==> src/rtl/ccs_consts.svh <==
`ifndef CCS_CONSTS_SVH
`define CCS_CONSTS_SVH

// ---------------------------------------------------------
// Register indices
// ---------------------------------------------------------
`define CCS_IDX_CTRL_ONE   4'h0
`define CCS_IDX_CTRL_TWO   4'h1
`define CCS_IDX_VECTOR     4'h2
`define CCS_IDX_FIFO_CTRL  4'h3
`define CCS_IDX_FIFO_STAT  4'h4
`define CCS_IDX_INT_STAT   4'h5
`define CCS_IDX_INT_MASK   4'h6

// ---------------------------------------------------------
// Field positions
// ---------------------------------------------------------
`define CCS_BIT_STOP_IDLE  13
`define CCS_BIT_ABORT      12
`define CCS_REQ_HI         10
`define CCS_REQ_LO         8
`define CCS_CUR_HI         7
`define CCS_CUR_LO         5
`define CCS_BIT_CAPTURE    3
`define CCS_BIT_WINDOW     0
`define CCS_SIZE_HI        15
`define CCS_SIZE_LO        13
`define CCS_START_HI       4
`define CCS_START_LO       0
`define CCS_DEPTH_HI       4
`define CCS_DEPTH_LO       0
`define CCS_HIT_HI         12
`define CCS_HIT_LO         8
`define CCS_CODE_HI        6
`define CCS_CODE_LO        0
`define CCS_WRP_HI         12
`define CCS_WRP_LO         8
`define CCS_RDP_HI         4
`define CCS_RDP_LO         0
`define CCS_ST_BUF         0
`define CCS_ST_ERR         1
`define CCS_ST_WAKE        2
`define CCS_ST_OVF         3
`define CCS_ST_FIFO_AF     4
`define CCS_ST_RX          5

// ---------------------------------------------------------
// Reset values and codes
// ---------------------------------------------------------
`define CCS_RST_DEPTH      5'h00
`define CCS_DEPTH_MAX      5'h11
`define CCS_RST_SIZE       3'h0
`define CCS_SIZE_RSVD      3'h7
`define CCS_RST_START      5'h00
`define CCS_RST_HIT        5'h00
`define CCS_FILTER_MAX     5'h0F
`define CCS_IC_NONE        7'h40
`define CCS_IC_ERROR       7'h41
`define CCS_IC_WAKE        7'h42
`define CCS_IC_OVERFLOW    7'h43
`define CCS_IC_FIFO_AF     7'h44
`define CCS_INT_BITS       6

`endif

==> src/rtl/ccs_pkg.sv <==
`default_nettype none

package ccs_pkg;

  // Operating modes, shared by request and report fields
  typedef enum logic [2:0] {
    CCS_MODE_NORMAL  = 3'b000,
    CCS_MODE_DISABLE = 3'b001,
    CCS_MODE_LOOP    = 3'b010,
    CCS_MODE_LISTEN  = 3'b011,
    CCS_MODE_CONFIG  = 3'b100,
    CCS_MODE_RSVD5   = 3'b101,
    CCS_MODE_RSVD6   = 3'b110,
    CCS_MODE_ALL     = 3'b111
  } ccs_mode_t;

  // Protocol engine condition levels
  typedef struct packed {
    logic bus_idle;
    logic tx_busy;
    logic abort_done;
  } ccs_eng_t;

  // Protocol engine event pulses
  typedef struct packed {
    logic       rx_done;
    logic [4:0] rx_hit;
    logic       fifo_wr;
    logic       fifo_rd;
    logic       err;
    logic       wake;
    logic       ovf;
    logic       fifo_af;
  } ccs_evt_t;

  // Register port
  typedef struct packed {
    logic [3:0]  addr;
    logic [15:0] wdata;
    logic        wr;
    logic        rd;
  } ccs_req_t;

endpackage : ccs_pkg

`default_nettype wire

==> src/rtl/ccs_regs.sv <==
// Decided for this implementation: the strobed register port and the register addresses.
`include "ccs_consts.svh"
`default_nettype none

module ccs_regs (
  // Clock and reset
  input  wire logic             clk,
  input  wire logic             rst,
  // Register port
  input  var  ccs_pkg::ccs_req_t req,
  output logic [15:0]           reg_rdata,
  // Protocol engine
  input  var  ccs_pkg::ccs_eng_t eng,
  input  var  ccs_pkg::ccs_evt_t evt,
  input  wire logic [15:0]      buf_pending,
  input  wire logic             device_idle,
  // Control outputs
  output logic                  module_halt,
  output logic                  abort_all_tx,
  output logic                  rx_capture_evt,
  output logic                  window_select,
  output ccs_pkg::ccs_mode_t    current_mode,
  output logic [4:0]            data_compare_depth,
  output logic [4:0]            fifo_write_pointer,
  output logic [4:0]            fifo_read_pointer,
  // Interrupt
  output logic                  irq
);

  // ---------------------------------------------------------
  // State
  // ---------------------------------------------------------
  ccs_pkg::ccs_mode_t          mode_request_q;
  ccs_pkg::ccs_mode_t          current_mode_q;
  logic                        stop_in_idle_q;
  logic                        abort_all_tx_q;
  logic                        rx_capture_enable_q;
  logic                        window_select_q;
  logic [4:0]                  depth_q;
  logic [4:0]                  filter_hit_q;
  logic [2:0]                  area_size_q;
  logic [4:0]                  fifo_start_q;
  logic [4:0]                  wr_ptr_q;
  logic [4:0]                  rd_ptr_q;
  logic [`CCS_INT_BITS-1:0]    int_stat_q;
  logic [`CCS_INT_BITS-1:0]    int_mask_q;
  logic [6:0]                  icode_d;
  logic [15:0]                 rdata_d;
  logic [15:0]                 rdata_q;
  logic                        halt_q;
  logic                        capture_q;
  logic                        irq_q;
  logic                        cfg_mode;
  logic                        wr_ctrl1;
  logic                        mode_ok;
  logic [5:0]                  last_buf;
  logic [`CCS_INT_BITS-1:0]    int_set;
  ccs_pkg::ccs_mode_t          req_code;

  assign cfg_mode = (current_mode_q == ccs_pkg::CCS_MODE_CONFIG);
  assign wr_ctrl1 = req.wr && (req.addr == `CCS_IDX_CTRL_ONE);
  assign req_code = ccs_pkg::ccs_mode_t'(req.wdata[`CCS_REQ_HI:`CCS_REQ_LO]);

  // ---------------------------------------------------------
  // Mode request and mode in force
  // ---------------------------------------------------------
  always_ff @(posedge clk or posedge rst) begin
    if (rst) begin
      mode_request_q <= ccs_pkg::CCS_MODE_CONFIG;
    end else if (wr_ctrl1 && req_code != ccs_pkg::CCS_MODE_RSVD5
                 && req_code != ccs_pkg::CCS_MODE_RSVD6) begin
      mode_request_q <= req_code;
    end
  end

  // Off-bus modes leave at once, except toward config while transmitting; on-bus modes wait for an idle bus
  always_comb begin
    unique case (current_mode_q)
      ccs_pkg::CCS_MODE_CONFIG,
      ccs_pkg::CCS_MODE_DISABLE: mode_ok = 1'b1;
      default:                   mode_ok = eng.bus_idle;
    endcase
    if (mode_request_q == ccs_pkg::CCS_MODE_CONFIG && eng.tx_busy) begin
      mode_ok = 1'b0;
    end
  end

  always_ff @(posedge clk or posedge rst) begin
    if (rst) begin
      current_mode_q <= ccs_pkg::CCS_MODE_CONFIG;
    end else if (mode_request_q != current_mode_q && mode_ok) begin
      current_mode_q <= mode_request_q;
    end
  end

  // ---------------------------------------------------------
  // Control one fields
  // ---------------------------------------------------------
  // Idle and capture setup only in config mode; window may move any time
  always_ff @(posedge clk or posedge rst) begin
    if (rst) begin
      stop_in_idle_q      <= 1'b0;
      rx_capture_enable_q <= 1'b0;
      window_select_q     <= 1'b0;
    end else if (wr_ctrl1) begin
      window_select_q <= req.wdata[`CCS_BIT_WINDOW];
      if (cfg_mode) begin
        stop_in_idle_q      <= req.wdata[`CCS_BIT_STOP_IDLE];
        rx_capture_enable_q <= req.wdata[`CCS_BIT_CAPTURE];
      end
    end
  end

  // ---------------------------------------------------------
  // Abort all
  // ---------------------------------------------------------
  // Set by software wins over the engine's completion
  always_ff @(posedge clk or posedge rst) begin
    if (rst) begin
      abort_all_tx_q <= 1'b0;
    end else if (wr_ctrl1 && req.wdata[`CCS_BIT_ABORT]) begin
      abort_all_tx_q <= 1'b1;
    end else if (eng.abort_done) begin
      abort_all_tx_q <= 1'b0;
    end
  end

  // ---------------------------------------------------------
  // Idle halt and receive capture
  // ---------------------------------------------------------
  always_ff @(posedge clk or posedge rst) begin
    if (rst) begin
      halt_q <= 1'b0;
    end else begin
      halt_q <= stop_in_idle_q && device_idle;
    end
  end

  always_ff @(posedge clk or posedge rst) begin
    if (rst) begin
      capture_q <= 1'b0;
    end else begin
      capture_q <= rx_capture_enable_q && evt.rx_done;
    end
  end

  // ---------------------------------------------------------
  // Compare depth
  // ---------------------------------------------------------
  always_ff @(posedge clk or posedge rst) begin
    if (rst) begin
      depth_q <= `CCS_RST_DEPTH;
    end else if (cfg_mode && req.wr && req.addr == `CCS_IDX_CTRL_TWO
                 && req.wdata[`CCS_DEPTH_HI:`CCS_DEPTH_LO] <= `CCS_DEPTH_MAX) begin
      depth_q <= req.wdata[`CCS_DEPTH_HI:`CCS_DEPTH_LO];
    end
  end

  // ---------------------------------------------------------
  // Filter hit
  // ---------------------------------------------------------
  // Reserved hit codes never reach the register
  always_ff @(posedge clk or posedge rst) begin
    if (rst) begin
      filter_hit_q <= `CCS_RST_HIT;
    end else if (evt.rx_done && evt.rx_hit <= `CCS_FILTER_MAX) begin
      filter_hit_q <= evt.rx_hit;
    end
  end

  // ---------------------------------------------------------
  // FIFO area and pointers
  // ---------------------------------------------------------
  always_ff @(posedge clk or posedge rst) begin
    if (rst) begin
      area_size_q  <= `CCS_RST_SIZE;
      fifo_start_q <= `CCS_RST_START;
    end else if (cfg_mode && req.wr && req.addr == `CCS_IDX_FIFO_CTRL) begin
      if (req.wdata[`CCS_SIZE_HI:`CCS_SIZE_LO] != `CCS_SIZE_RSVD) begin
        area_size_q <= req.wdata[`CCS_SIZE_HI:`CCS_SIZE_LO];
      end
      fifo_start_q <= req.wdata[`CCS_START_HI:`CCS_START_LO];
    end
  end

  // Highest buffer index of the allocated area
  always_comb begin
    unique case (area_size_q)
      3'h0:    last_buf = 6'h03;
      3'h1:    last_buf = 6'h05;
      3'h2:    last_buf = 6'h07;
      3'h3:    last_buf = 6'h0B;
      3'h4:    last_buf = 6'h0F;
      3'h5:    last_buf = 6'h17;
      default: last_buf = 6'h1F;
    endcase
  end

  // ---------------------------------------------------------
  // Pointer stepping
  // ---------------------------------------------------------
  function automatic logic [4:0] ccs_next(input logic [4:0] p,
                                          input logic [5:0] last,
                                          input logic [4:0] start);
    if ({1'b0, p} >= last) begin
      ccs_next = start;
    end else begin
      ccs_next = 5'(p + 5'h01);
    end
  endfunction

  // A start beyond the area wraps back to the start at once
  always_ff @(posedge clk or posedge rst) begin
    if (rst) begin
      wr_ptr_q <= `CCS_RST_START;
    end else if (cfg_mode) begin
      wr_ptr_q <= fifo_start_q;
    end else if (evt.fifo_wr) begin
      wr_ptr_q <= ccs_next(wr_ptr_q, last_buf, fifo_start_q);
    end
  end

  always_ff @(posedge clk or posedge rst) begin
    if (rst) begin
      rd_ptr_q <= `CCS_RST_START;
    end else if (cfg_mode) begin
      rd_ptr_q <= fifo_start_q;
    end else if (evt.fifo_rd) begin
      rd_ptr_q <= ccs_next(rd_ptr_q, last_buf, fifo_start_q);
    end
  end

  // ---------------------------------------------------------
  // Interrupt status, mask and code
  // ---------------------------------------------------------
  // Buffer bit is a level: it re-arms while any buffer stays pending
  always_comb begin
    int_set                  = '0;
    int_set[`CCS_ST_BUF]     = |buf_pending;
    int_set[`CCS_ST_ERR]     = evt.err;
    int_set[`CCS_ST_WAKE]    = evt.wake;
    int_set[`CCS_ST_OVF]     = evt.ovf;
    int_set[`CCS_ST_FIFO_AF] = evt.fifo_af;
    int_set[`CCS_ST_RX]      = evt.rx_done;
  end

  // Read clears, but an event in the same cycle survives
  always_ff @(posedge clk or posedge rst) begin
    if (rst) begin
      int_stat_q <= '0;
    end else if (req.rd && req.addr == `CCS_IDX_INT_STAT) begin
      int_stat_q <= int_set;
    end else begin
      int_stat_q <= int_stat_q | int_set;
    end
  end

  // ---------------------------------------------------------
  // Mask and request line
  // ---------------------------------------------------------
  always_ff @(posedge clk or posedge rst) begin
    if (rst) begin
      int_mask_q <= '0;
    end else if (req.wr && req.addr == `CCS_IDX_INT_MASK) begin
      int_mask_q <= req.wdata[`CCS_INT_BITS-1:0];
    end
  end

  always_ff @(posedge clk or posedge rst) begin
    if (rst) begin
      irq_q <= 1'b0;
    end else begin
      irq_q <= |(int_stat_q & int_mask_q);
    end
  end

  // ---------------------------------------------------------
  // Interrupt code
  // ---------------------------------------------------------
  // Error first, then wake, overflow, almost full, then lowest buffer
  always_comb begin
    icode_d = `CCS_IC_NONE;
    for (int i = 15; i >= 0; i--) begin
      if (buf_pending[i]) begin
        icode_d = 7'(i);
      end
    end
    if (int_stat_q[`CCS_ST_FIFO_AF]) begin
      icode_d = `CCS_IC_FIFO_AF;
    end
    if (int_stat_q[`CCS_ST_OVF]) begin
      icode_d = `CCS_IC_OVERFLOW;
    end
    if (int_stat_q[`CCS_ST_WAKE]) begin
      icode_d = `CCS_IC_WAKE;
    end
    if (int_stat_q[`CCS_ST_ERR]) begin
      icode_d = `CCS_IC_ERROR;
    end
  end

  // ---------------------------------------------------------
  // Read port
  // ---------------------------------------------------------
  always_comb begin
    rdata_d = 16'h0000;
    if (req.rd) begin
      unique case (req.addr)
        `CCS_IDX_CTRL_ONE: begin
          rdata_d[`CCS_BIT_STOP_IDLE]          = stop_in_idle_q;
          rdata_d[`CCS_BIT_ABORT]              = abort_all_tx_q;
          rdata_d[`CCS_REQ_HI:`CCS_REQ_LO]     = mode_request_q;
          rdata_d[`CCS_CUR_HI:`CCS_CUR_LO]     = current_mode_q;
          rdata_d[`CCS_BIT_CAPTURE]            = rx_capture_enable_q;
          rdata_d[`CCS_BIT_WINDOW]             = window_select_q;
        end
        `CCS_IDX_CTRL_TWO:  rdata_d[`CCS_DEPTH_HI:`CCS_DEPTH_LO] = depth_q;
        `CCS_IDX_VECTOR: begin
          rdata_d[`CCS_HIT_HI:`CCS_HIT_LO]   = filter_hit_q;
          rdata_d[`CCS_CODE_HI:`CCS_CODE_LO] = icode_d;
        end
        `CCS_IDX_FIFO_CTRL: begin
          rdata_d[`CCS_SIZE_HI:`CCS_SIZE_LO]   = area_size_q;
          rdata_d[`CCS_START_HI:`CCS_START_LO] = fifo_start_q;
        end
        `CCS_IDX_FIFO_STAT: begin
          rdata_d[`CCS_WRP_HI:`CCS_WRP_LO] = wr_ptr_q;
          rdata_d[`CCS_RDP_HI:`CCS_RDP_LO] = rd_ptr_q;
        end
        `CCS_IDX_INT_STAT:  rdata_d[`CCS_INT_BITS-1:0] = int_stat_q;
        `CCS_IDX_INT_MASK:  rdata_d[`CCS_INT_BITS-1:0] = int_mask_q;
        default:            rdata_d = 16'h0000;
      endcase
    end
  end

  // Zero outside the answer cycle
  always_ff @(posedge clk or posedge rst) begin
    if (rst) begin
      rdata_q <= 16'h0000;
    end else begin
      rdata_q <= rdata_d;
    end
  end

  // ---------------------------------------------------------
  // Outputs
  // ---------------------------------------------------------
  assign reg_rdata          = rdata_q;
  assign module_halt        = halt_q;
  assign abort_all_tx       = abort_all_tx_q;
  assign rx_capture_evt     = capture_q;
  assign window_select      = window_select_q;
  assign current_mode       = current_mode_q;
  assign data_compare_depth = depth_q;
  assign fifo_write_pointer = wr_ptr_q;
  assign fifo_read_pointer  = rd_ptr_q;
  assign irq                = irq_q;

endmodule // ccs_regs

`default_nettype wire

==> config.mk <==
export PLATFORM = sky130hd
export DESIGN_NAME = ccs_regs
export DESIGN_NICKNAME = d
export VERILOG_FILES = /design/src/rtl/ccs_pkg.sv /design/src/rtl/ccs_regs.sv
export VERILOG_INCLUDE_DIRS = /design/src /design/src/rtl
export SDC_FILE = /design/constraint.sdc
export NUM_CORES = 1
export LEC_CHECK = 0
export BUFFER_PORTS_ARGS = -buffer_cell sky130_fd_sc_hd__buf_4
export CAP_MARGIN = 20
export CORE_UTILIZATION = 40
export DETAILED_ROUTE_END_ITERATION = 8
export PLACE_DENSITY_LB_ADDON = 0.25
export SLEW_MARGIN = 0
export SYNTH_ARGS = -nofsm -noshare
export SYNTH_HDL_FRONTEND = slang
export SYNTH_SLANG_ARGS = --single-unit
==> constraint.sdc <==
create_clock -name clk -period 2.9 [get_ports clk]
set_input_delay 0.435 -clock clk [delete_from_list [all_inputs] [get_ports clk]]
set_output_delay 0.435 -clock clk [all_outputs]
set_load 0.01 [all_outputs]
==> flow_summary.yaml, run 1 <==
status:
  status: "completed"
logic_synthesis:
  syn_nets: 431
  synth_edf_count: 0
  synth_top_cell_by_area: "dfrtp_1"
  synth_area_um2: 3760
  synth_area_leaders: "dfrtp_1, mux2_2, a21oi_1"
  synthFlopType: "dfrtp_1"
  ys_types: 55
  synthCells: 365
  synth_area_per_cell_um2: 10.3
  yosysTopAreaCellShare: 0.446
  async_flop_share: 1.00
  synth_warnings: 0
  ys_seq_area_frac: 0.460
  ys_ff_latch: 69
route:
  drtPass1Iterations: 4
  drt-wirelength-per-cell_um: 16.8
  num_vias: 3164
  ant_nets: 0
  drc: 0
  vias_per_cell: 5.53
  drtIter0Drc: 137
  routed_wl_mm: 9.63
timing:
  min_period_ns: 2.20
  slew_viol_final: 0
  skew_ns: 0.00817
  fmax_ghz: 0.454
  rsz0062_at_grt: "no"
  finalSetupTns_ns: 0
  fin_crit_sh: 0.759
  setup_violations: 0
  tightest_slew_ns: 0.642
  finalHoldViolations: 0
  finalHoldWorstSlack_ns: 0.153
  slew_headroom: 0.571
flow_run:
  max-cap-violations: 0
placed_design:
  gp_congestion: 0.857
  placedCellCount: 556
  placed_area_um2: 4550
  dpl.hpwl_mm: 7.13
  port_buffers: 91
clocking:
  cts_tree: "done"
  cts_buffers: 9
  ctsResizeCount: 0
  postCtsHoldBufs: 0
  cts_buffer_depth: 2
  cts-root-buf: "clkbuf_8"
  cts.sinks: 69
  worstSkewPairLatency_ns: 0.35
  post_cts_buffers: 0
  htree_levels: 3
  cts.clk_slew.worst_paths_ns: 0.08
worst_setup_path:
  critPathCaptureType: "flip-flop"
  crit_type: "flip-flop to flip-flop"
  worstPathRequired_ns: 3.15
  crit_fanout: 6
  worstReg2RegStart: "area_size_q[0]"
  setup.worst_path.start_class: "flip-flop"
  startpoint: "area_size_q[0]"
  arrival_ns: 2.45
  r2r_cells: 7
min_path:
  holdCritPathClass: "primary input to async pin"
global_routing:
  track_usage: 0.211
  grt.met1_usage: 0.286
  grt_pass1_vias: 3032
  grt_max_degree: 70
  grt_pass1_wl_mm: 15.7
  met3_usage: 0.0369
  gr-total-overflow: 0
  grt_use_met2: 0.340
  top_usage_layer: "met2"
  antenna_found_initial: 0
power_and_ir_drop:
  p_total_mw: 3.66
  power.density_nw_per_um2: 766
  ir_drop_mv: 0.423
  p_leak_nw: 2.19
floorplan:
  start_util: 0.411
  num_rows: 35
  num_io_pins: 95
  die_x_um: 99.0
  core-area_um2: 9150
  die_area_um2: 9790
  fp.dieH_um: 99.0
cells_and_area:
  drive_gt1_frac: 0.338
  fillers: 840
  finalNonFillerCells: 572
  syn2layout_area_growth_pct: 27.0
  antenna_cells: 0
  fin_nets: 522
  postLayoutCellArea_um2: 4780
## worst paths after layout
path,to,slack (ns)
setup / recovery,fifo_write_pointer[2],0.70
setup reg to reg,fifo_write_pointer[2],0.70
hold reg to reg,filter_hit_q[4],0.51
max in group asynchronous,current_mode[2],2.43
hold / removal,mode_request_q[1],0.15
min in group clk,int_stat_q[2],0.25
## state kept, by name (all words and copies together) (netlist names)
| register | count |
|---|---|
| fifo_start_q | 5 |
| mode_request_q | 3 |
| int_mask_q | 6 |
| module_halt | 1 |
| fifo_write_pointer | 5 |
| irq | 1 |
| stop_in_idle_q | 1 |
| window_select | 1 |
| area_size_q | 3 |
| fifo_read_pointer | 5 |
| int_stat_q | 6 |
| rx_capture_enable_q | 1 |
| data_compare_depth | 5 |
| current_mode | 3 |
| rx_capture_evt | 1 |
| filter_hit_q | 5 |
| abort_all_tx | 1 |
| reg_rdata | 16 |
## cell families (layout without fill, tap and decap cells)
| family | after synthesis | in the layout | share of synthesized area |
|---|---|---|---|
| simple gates | 116 | 116 | 0.176 |
| mux | 39 | 39 | 0.120 |
| flops | 69 | 69 | 0.460 |
| fa+ha+maj | 10 | 10 | 0.0333 |
| xor+xnor | 4 | 4 | 0.00932 |
| compound gates | 96 | 96 | 0.166 |
| buf+inv | 31 | 127 | 0.0356 |
## worst max-delay path, stage by stage (launching register included)
cell	delay (ns)
dfrtp_1	0.45
nor3b_1	0.37
ha_1	0.30
a21oi_1	0.14
o22ai_1	0.14
nor3_4	0.16
mux2_2	0.35
o22a_1	0.19
## cell usage after synthesis (all sizes together), types with 3 or more instances
| master | n |
|---|---|
| dfrtp | 67 |
| mux2 | 29 |
| a21oi | 28 |
| nand2 | 25 |
| nor2 | 22 |
| inv | 16 |
| nor2b | 15 |
| nand3 | 13 |
| o21ai | 13 |
| a22oi | 12 |
| ha | 10 |
| nor3 | 10 |
| clkbuf | 8 |
| mux2i | 8 |
| nor4 | 8 |
| o22ai | 8 |
| a21o | 7 |
| buf | 7 |
| and2 | 5 |
| and3 | 5 |
| o22a | 5 |
| a22o | 3 |
| a31oi | 3 |
| nor3b | 3 |
| o31ai | 3 |
| xor2 | 3 |
## per-layer routing
metal / vias up / routed length, um
met5: - / 0
met4: 0 / 164
li1: 1526 / -
met3: 14 / 479
met2: 93 / 4660
met1: 1531 / 4330
## power by group
part | switching [mW] | internal, mW
Clock | 0.363 | 0.529
Combinational | 0.635 | 0.700
Sequential | 0.268 | 1.16
Total | 1.27 | 2.39
## layout make-up
| class | instances | area [um2] | share of cell area |
|---|---|---|---|
| multi-input combinational | 265 | 1900 | 0.397 |
| timing repair buffer | 95 | 726 | 0.152 |
| inverter | 16 | 60.1 | 0.0126 |
| tap | 111 | 139 | 0.0291 |
| clock buffer | 12 | 155 | 0.0325 |
| clock inverter | 4 | 70.1 | 0.0147 |
| sequential | 69 | 1730 | 0.362 |
## cells in the final DEF, fill, tap and decap left out, types with 3 or more instances in the layout
cell type	Yosys	final
a21o_1	7	7
a21oi_1	28	28
a22o_1	3	3
a22oi_1	12	12
a31oi_1	3	3
and2_1	4	4
and3_1	3	3
buf_4	4	94
clkbuf_8	0	11
dfrtp_1	67	67
ha_1	10	10
inv_1	16	15
mux2_2	29	29
mux2i_1	8	8
nand2_1	25	25
nand3_1	12	12
nor2_1	21	21
nor2b_1	15	15
nor3_1	8	8
nor4_1	7	7
o21ai_0	13	13
o22a_1	5	5
o22ai_1	8	8
o31ai_1	3	3
xor2_1	3	3
## per-stage QoR
step / util / setup WS (ns)
floorplan: - / 0.728
global placement: 0.497 / 0.769
detailed placement: 0.497 / 0.691
CTS: 0.522 / 0.686
global route: 0.522 / 0.498
finish: 0.522 / 0.698
Note: power is estimated with default switching activity, not from simulation.
==> run 2, diff against run 1 <==
==> constraint.sdc (replaced) <==
create_clock -name clk -period 2.2 [get_ports clk]
set_input_delay 0.33 -clock clk [delete_from_list [all_inputs] [get_ports clk]]
set_output_delay 0.33 -clock clk [all_outputs]
set_load 0.01 [all_outputs]
==> run 2 against run 1 <==
Net effect:
- register-to-register slack worse by 0.57 ns
- count of clock-buffer cells in the layout is 2 lower
- maximum frequency is 6.5% higher
- routed wire length is 2.2% higher
- via count is 2.2% higher
- sequential power is 31% higher
- sequential share of layout area is 0.77 points lower
==> flow_summary.yaml, run 2 (synthesized netlist as in run 1, its figures left out) <==
status:
  status: "completed"
clocking:
  cts.clk_slew.worst_paths_ns: 0.07
  worstSkewPairLatency_ns: 0.35
  cts.sinks: 69
  cts-root-buf: "clkbuf_8"
  cts_tree: "done"
  cts_buffers: 9
  htree_levels: 3
  cts_buffer_depth: 2
global_routing:
  top_usage_layer: "met2"
  met3_usage: 0.0489
  grt.met1_usage: 0.297
  track_usage: 0.217
  gr-total-overflow: 0
  grt_max_degree: 34
  grt_pass1_wl_mm: 16.3
  grt_use_met2: 0.343
  antenna_found_initial: 0
  grt_pass1_vias: 3169
cells_and_area:
  largest_register_ffs: 16
  fillers: 826
  fin_nets: 532
  antenna_cells: 0
  multi_input_area_um2: 1910
  syn2layout_area_growth_pct: 30.0
  final_common_cell: "buf_4"
  layout_common_cells: "buf_4, dfrtp_1, mux2_2"
  final_util: 0.534
  seqCellArea_um2: 1730
  drive_gt1_frac: 0.361
floorplan:
  start_util: 0.411
  die_x_um: 99.0
  num_rows: 35
  num_io_pins: 95
  core-area_um2: 9150
  die_area_um2: 9790
  fp.dieH_um: 99.0
timing:
  setup_violations: 0
  finalHoldViolations: 0
  skew_ns: 0.00654
  slew_viol_final: 0
  tightest_slew_ns: 0.650
  rsz0062_at_grt: "yes"
  slew_headroom: 0.565
  finalSetupTns_ns: 0
  min_period_ns: 2.07
  fmax_ghz: 0.484
  fin_crit_sh: 0.940
  setup_ws_ns: 0.133
power_and_ir_drop:
  power.density_nw_per_um2: 1020
  p_leak_nw: 2.24
  ir_drop_mv: 0.423
  p_total_mw: 4.99
worst_setup_path:
  reg2reg_slack_ns: 0.13
  worstPathRequired_ns: 2.45
  worstReg2RegStart: "area_size_q[0]"
  crit_type: "flip-flop to flip-flop"
  crit_fanout: 6
  critPathCaptureType: "flip-flop"
  setup.worst_path.start_class: "flip-flop"
  r2r_cells: 7
  r2r_end: "fifo_write_pointer[2]"
  arrival_ns: 2.31
placed_design:
  preCtsSetupSlack_ns: 0.0463
  port_buffers: 91
  gp_congestion: 0.853
  dpl.hpwl_mm: 7.55
route:
  num_vias: 3235
  drc: 0
  ant_nets: 0
  vias_per_cell: 5.56
  drtPass1Iterations: 4
  drt-wirelength-per-cell_um: 16.9
  routed_wl_mm: 9.84
  drtIter0Drc: 136
min_path:
  min_from: "evt[2]"
  holdCritPathClass: "primary input to flip-flop"
  worstHoldEndpoint: "int_stat_q[2]"
  hold_depth: 2
flow_run:
  max-cap-violations: 0
==> run 2: changes by cell type in the layout (fill, tap and decap cells not counted), moves of 2 or more <==
| cell | change |
|---|---|
| clkinvlp_4 | +2 |
| dfrtp_1 | -2 |
| buf_4 | +9 |
| dfrtp_2 | +2 |
==> run 2: power breakdown <==
| group | internal [mW] | total (mW) | switching (mW) |
|---|---|---|---|
| Sequential | 1.54 | 1.88 | 0.343 |
| Combinational | 0.967 | 1.84 | 0.876 |
| Clock | 0.781 | 1.27 | 0.488 |
==> run 2: layer usage <==
metal	vias to the layer above	share of wire
met5	-	0
met4	0	0.0087
met3	8	0.048
met2	92	0.48
met1	1578	0.46
li1	1557	-
==> run 2: final cells by class <==
type	count	share of cell area
sequential	69	0.354
clock inverter	6	0.0225
clock buffer	10	0.0282
timing repair buffer	105	0.164
inverter	16	0.0123
tap	111	0.0284
multi-input combinational	265	0.390
==> run 2: how the worst max path moves through the flow <==
stage | start | to | slack (ns) | cells past startpoint
after floorplan | area_size_q[1] | fifo_write_pointer[2] | 0.05 | 7
final | area_size_q[0] | fifo_write_pointer[2] | 0.13 | 7
after detailed placement | area_size_q[0] | fifo_write_pointer[2] | 0.05 | 7
after global placement | area_size_q[0] | fifo_write_pointer[2] | 0.11 | 7
after CTS | area_size_q[0] | fifo_read_pointer[2] | 0.02 | 7
after global routing | area_size_q[0] | fifo_write_pointer[4] | -0.009 | 8
==> run 2: repair_timing <==
| action | in CTS | in global routing |
|---|---|---|
| hold endpoints to repair | 13 | 0 |
| resized for setup | 0 | 5 |
| setup buffers | 0 | 1 |
| setup endpoints to repair | 0 | 8 |
| hold buffers | 1 | 0 |
==> run 2: metrics by stage <==
step | hold WS, ns | cells | instance area, um2
finish | 0.155 | 582 | 4890
global route | 0.137 | 582 | 4890
CTS | 0.145 | 581 | 4870
detailed placement | 0.330 | 564 | 4610
global placement | 0.327 | 564 | 4610
floorplan | 0.422 | 365 | 3760
==> run 2: critical path, cell delays in order, from the launching register on <==
cell	delay (ns)
dfrtp_2	0.43
mux2i_2	0.26
ha_1	0.28
a21oi_1	0.16
o22ai_1	0.14
nor3_4	0.15
mux2_2	0.35
o22a_1	0.19
==> run 3, diff against run 2 <==
==> constraint.sdc (replaced) <==
create_clock -name clk -period 2 [get_ports clk]
set_input_delay 0.3 -clock clk [delete_from_list [all_inputs] [get_ports clk]]
set_output_delay 0.3 -clock clk [all_outputs]
set_load 0.01 [all_outputs]
==> run 3 against run 2 <==
Net effect:
- the run now ends with hold timing, setup timing left
- utilization is 1.4 points higher
- maximum frequency rose by 1.6%
- via count is 2.1% higher
- design area rose by 2.6%
- die area unchanged
- worst setup slack worse by 0.17 ns
- total power up 18%
- final cell count up 1.4%
- critical path type unchanged
- critical endpoint is now fifo_read_pointer[2]
==> flow_summary.yaml, run 3 (synthesized netlist as in run 1, its figures left out) <==
global_routing:
  grt_max_degree: 24
  grt_pass1_vias: 3201
  antenna_found_initial: 0
  track_usage: 0.213
  gr-total-overflow: 0
  grt_pass1_wl_mm: 16.1
route:
  drtPass1Iterations: 5
  num_vias: 3303
  drtIter0Drc: 184
  drc: 0
  ant_nets: 0
  routed_wl_mm: 9.96
  drt-wirelength-per-cell_um: 16.9
  vias_per_cell: 5.60
timing:
  finalHoldViolations: 9
  fmax_ghz: 0.491
  skew_ns: 0.00892
  rsz0062_at_grt: "yes"
  finalHoldWorstSlack_ns: -0.00961
  setup_ws_ns: -0.0347
  fin_crit_sh: 1.02
  slew_viol_final: 0
  min_period_ns: 2.03
  tightest_slew_ns: 0.634
  setup_violations: 4
  slew_headroom: 0.576
worst_setup_path:
  worstPathRequired_ns: 2.23
  crit_type: "flip-flop to flip-flop"
  setup.worst_path.start_class: "flip-flop"
  crit_fanout: 5
  arrival_ns: 2.27
  critPathCaptureType: "flip-flop"
clocking:
  cts.clk_slew.worst_paths_ns: 0.07
  post_cts_buffers: 0
  worstSkewPairLatency_ns: 0.34
  cts_buffers: 9
  cts-root-buf: "clkbuf_8"
  cts_tree: "done"
  cts.sinks: 69
  htree_levels: 3
  cts_buffer_depth: 2
cells_and_area:
  multi_input_area_um2: 1950
  final_common_cell: "buf_4"
  syn2layout_area_growth_pct: 33.3
  fillers: 824
  drive_gt1_frac: 0.386
  layout_common_cells: "buf_4, dfrtp_1, mux2_2"
  antenna_cells: 0
  largest_register_ffs: 16
  fin_nets: 540
  seqCellArea_um2: 1730
power_and_ir_drop:
  power.density_nw_per_um2: 1170
  ir_drop_mv: 0.725
  p_leak_nw: 2.31
  p_total_mw: 5.88
flow_run:
  max-cap-violations: 0
floorplan:
  die_area_um2: 9790
  core-area_um2: 9150
  num_io_pins: 95
  start_util: 0.411
  fp.dieH_um: 99.0
  die_x_um: 99.0
  num_rows: 35
placed_design:
  gp_congestion: 0.872
  dpl.hpwl_mm: 7.64
  port_buffers: 91
min_path:
  holdCritPathClass: "primary input to async pin"
status:
  status: "finished with violations"
  violations: "hold timing, setup timing"
## run 3: final cells by class
type,instances,share of cell area
clock inverter,3,0.0180
clock buffer,13,0.0337
multi-input combinational,265,0.389
timing repair buffer,113,0.173
sequential,69,0.345
tap,111,0.0277
inverter,16,0.0127
## run 3: where the power goes
group	total, mW	switching (mW)	internal (mW)
logic	2.43	1.16	1.28
registers	2.01	0.314	1.69
clock network	1.44	0.512	0.932
## run 3: worst paths after layout
path / end / start / depth (start not counted) / slack, ns
worst max-delay path: fifo_read_pointer[2] / area_size_q[0] / 7 / -0.03
worst min-delay path: mode_request_q[1] / rst / 2 / -0.01
worst max register to register: fifo_read_pointer[2] / area_size_q[0] / 7 / -0.03
worst min register to register: rx_capture_evt / rx_capture_enable_q / 1 / 0.51
max in group asynchronous: area_size_q[1] / rst / 3 / 1.43
min in group clk: int_stat_q[3] / evt[1] / 2 / 0.13
## run 3: stage by stage
| step | instances | instance area (um2) | setup TNS (ns) | util | worst slack (ns) |
|---|---|---|---|---|---|
| finish | 590 | 5010 | -0.0761 | 0.548 | -0.0347 |
| global route | 590 | 5010 | -0.788 | 0.548 | -0.125 |
| CTS | 590 | 5000 | -0.0513 | 0.547 | -0.0240 |
| detailed placement | 574 | 4710 | -0.425 | 0.515 | -0.0928 |
| global placement | 574 | 4710 | -0.0110 | 0.515 | -0.00758 |
| floorplan | 365 | 3790 | -0.229 | - | -0.122 |
## run 3: per-layer routing
metal	wire (um)	track usage
met4	227	0.0723
met2	4670	0.342
met3	490	0.0397
met5	0	0
met1	4570	0.290
## run 3: critical path: stages, from the launching register on
cell and delay, ns:
dfrtp_2 0.42, mux2i_2 0.26, ha_1 0.30, a21oi_2 0.17, o22ai_2 0.11, nor3_4 0.16, mux2_4 0.32, o22a_1 0.19
## run 3: what timing repair did
action / 4_1_cts / 5_1_grt
pin swaps: 2 / 0
endpoints found under the setup margin: 8 / 10
endpoints found under the hold margin: 0 / 0
hold buffers: 0 / 0
resized for setup: 9 / 5
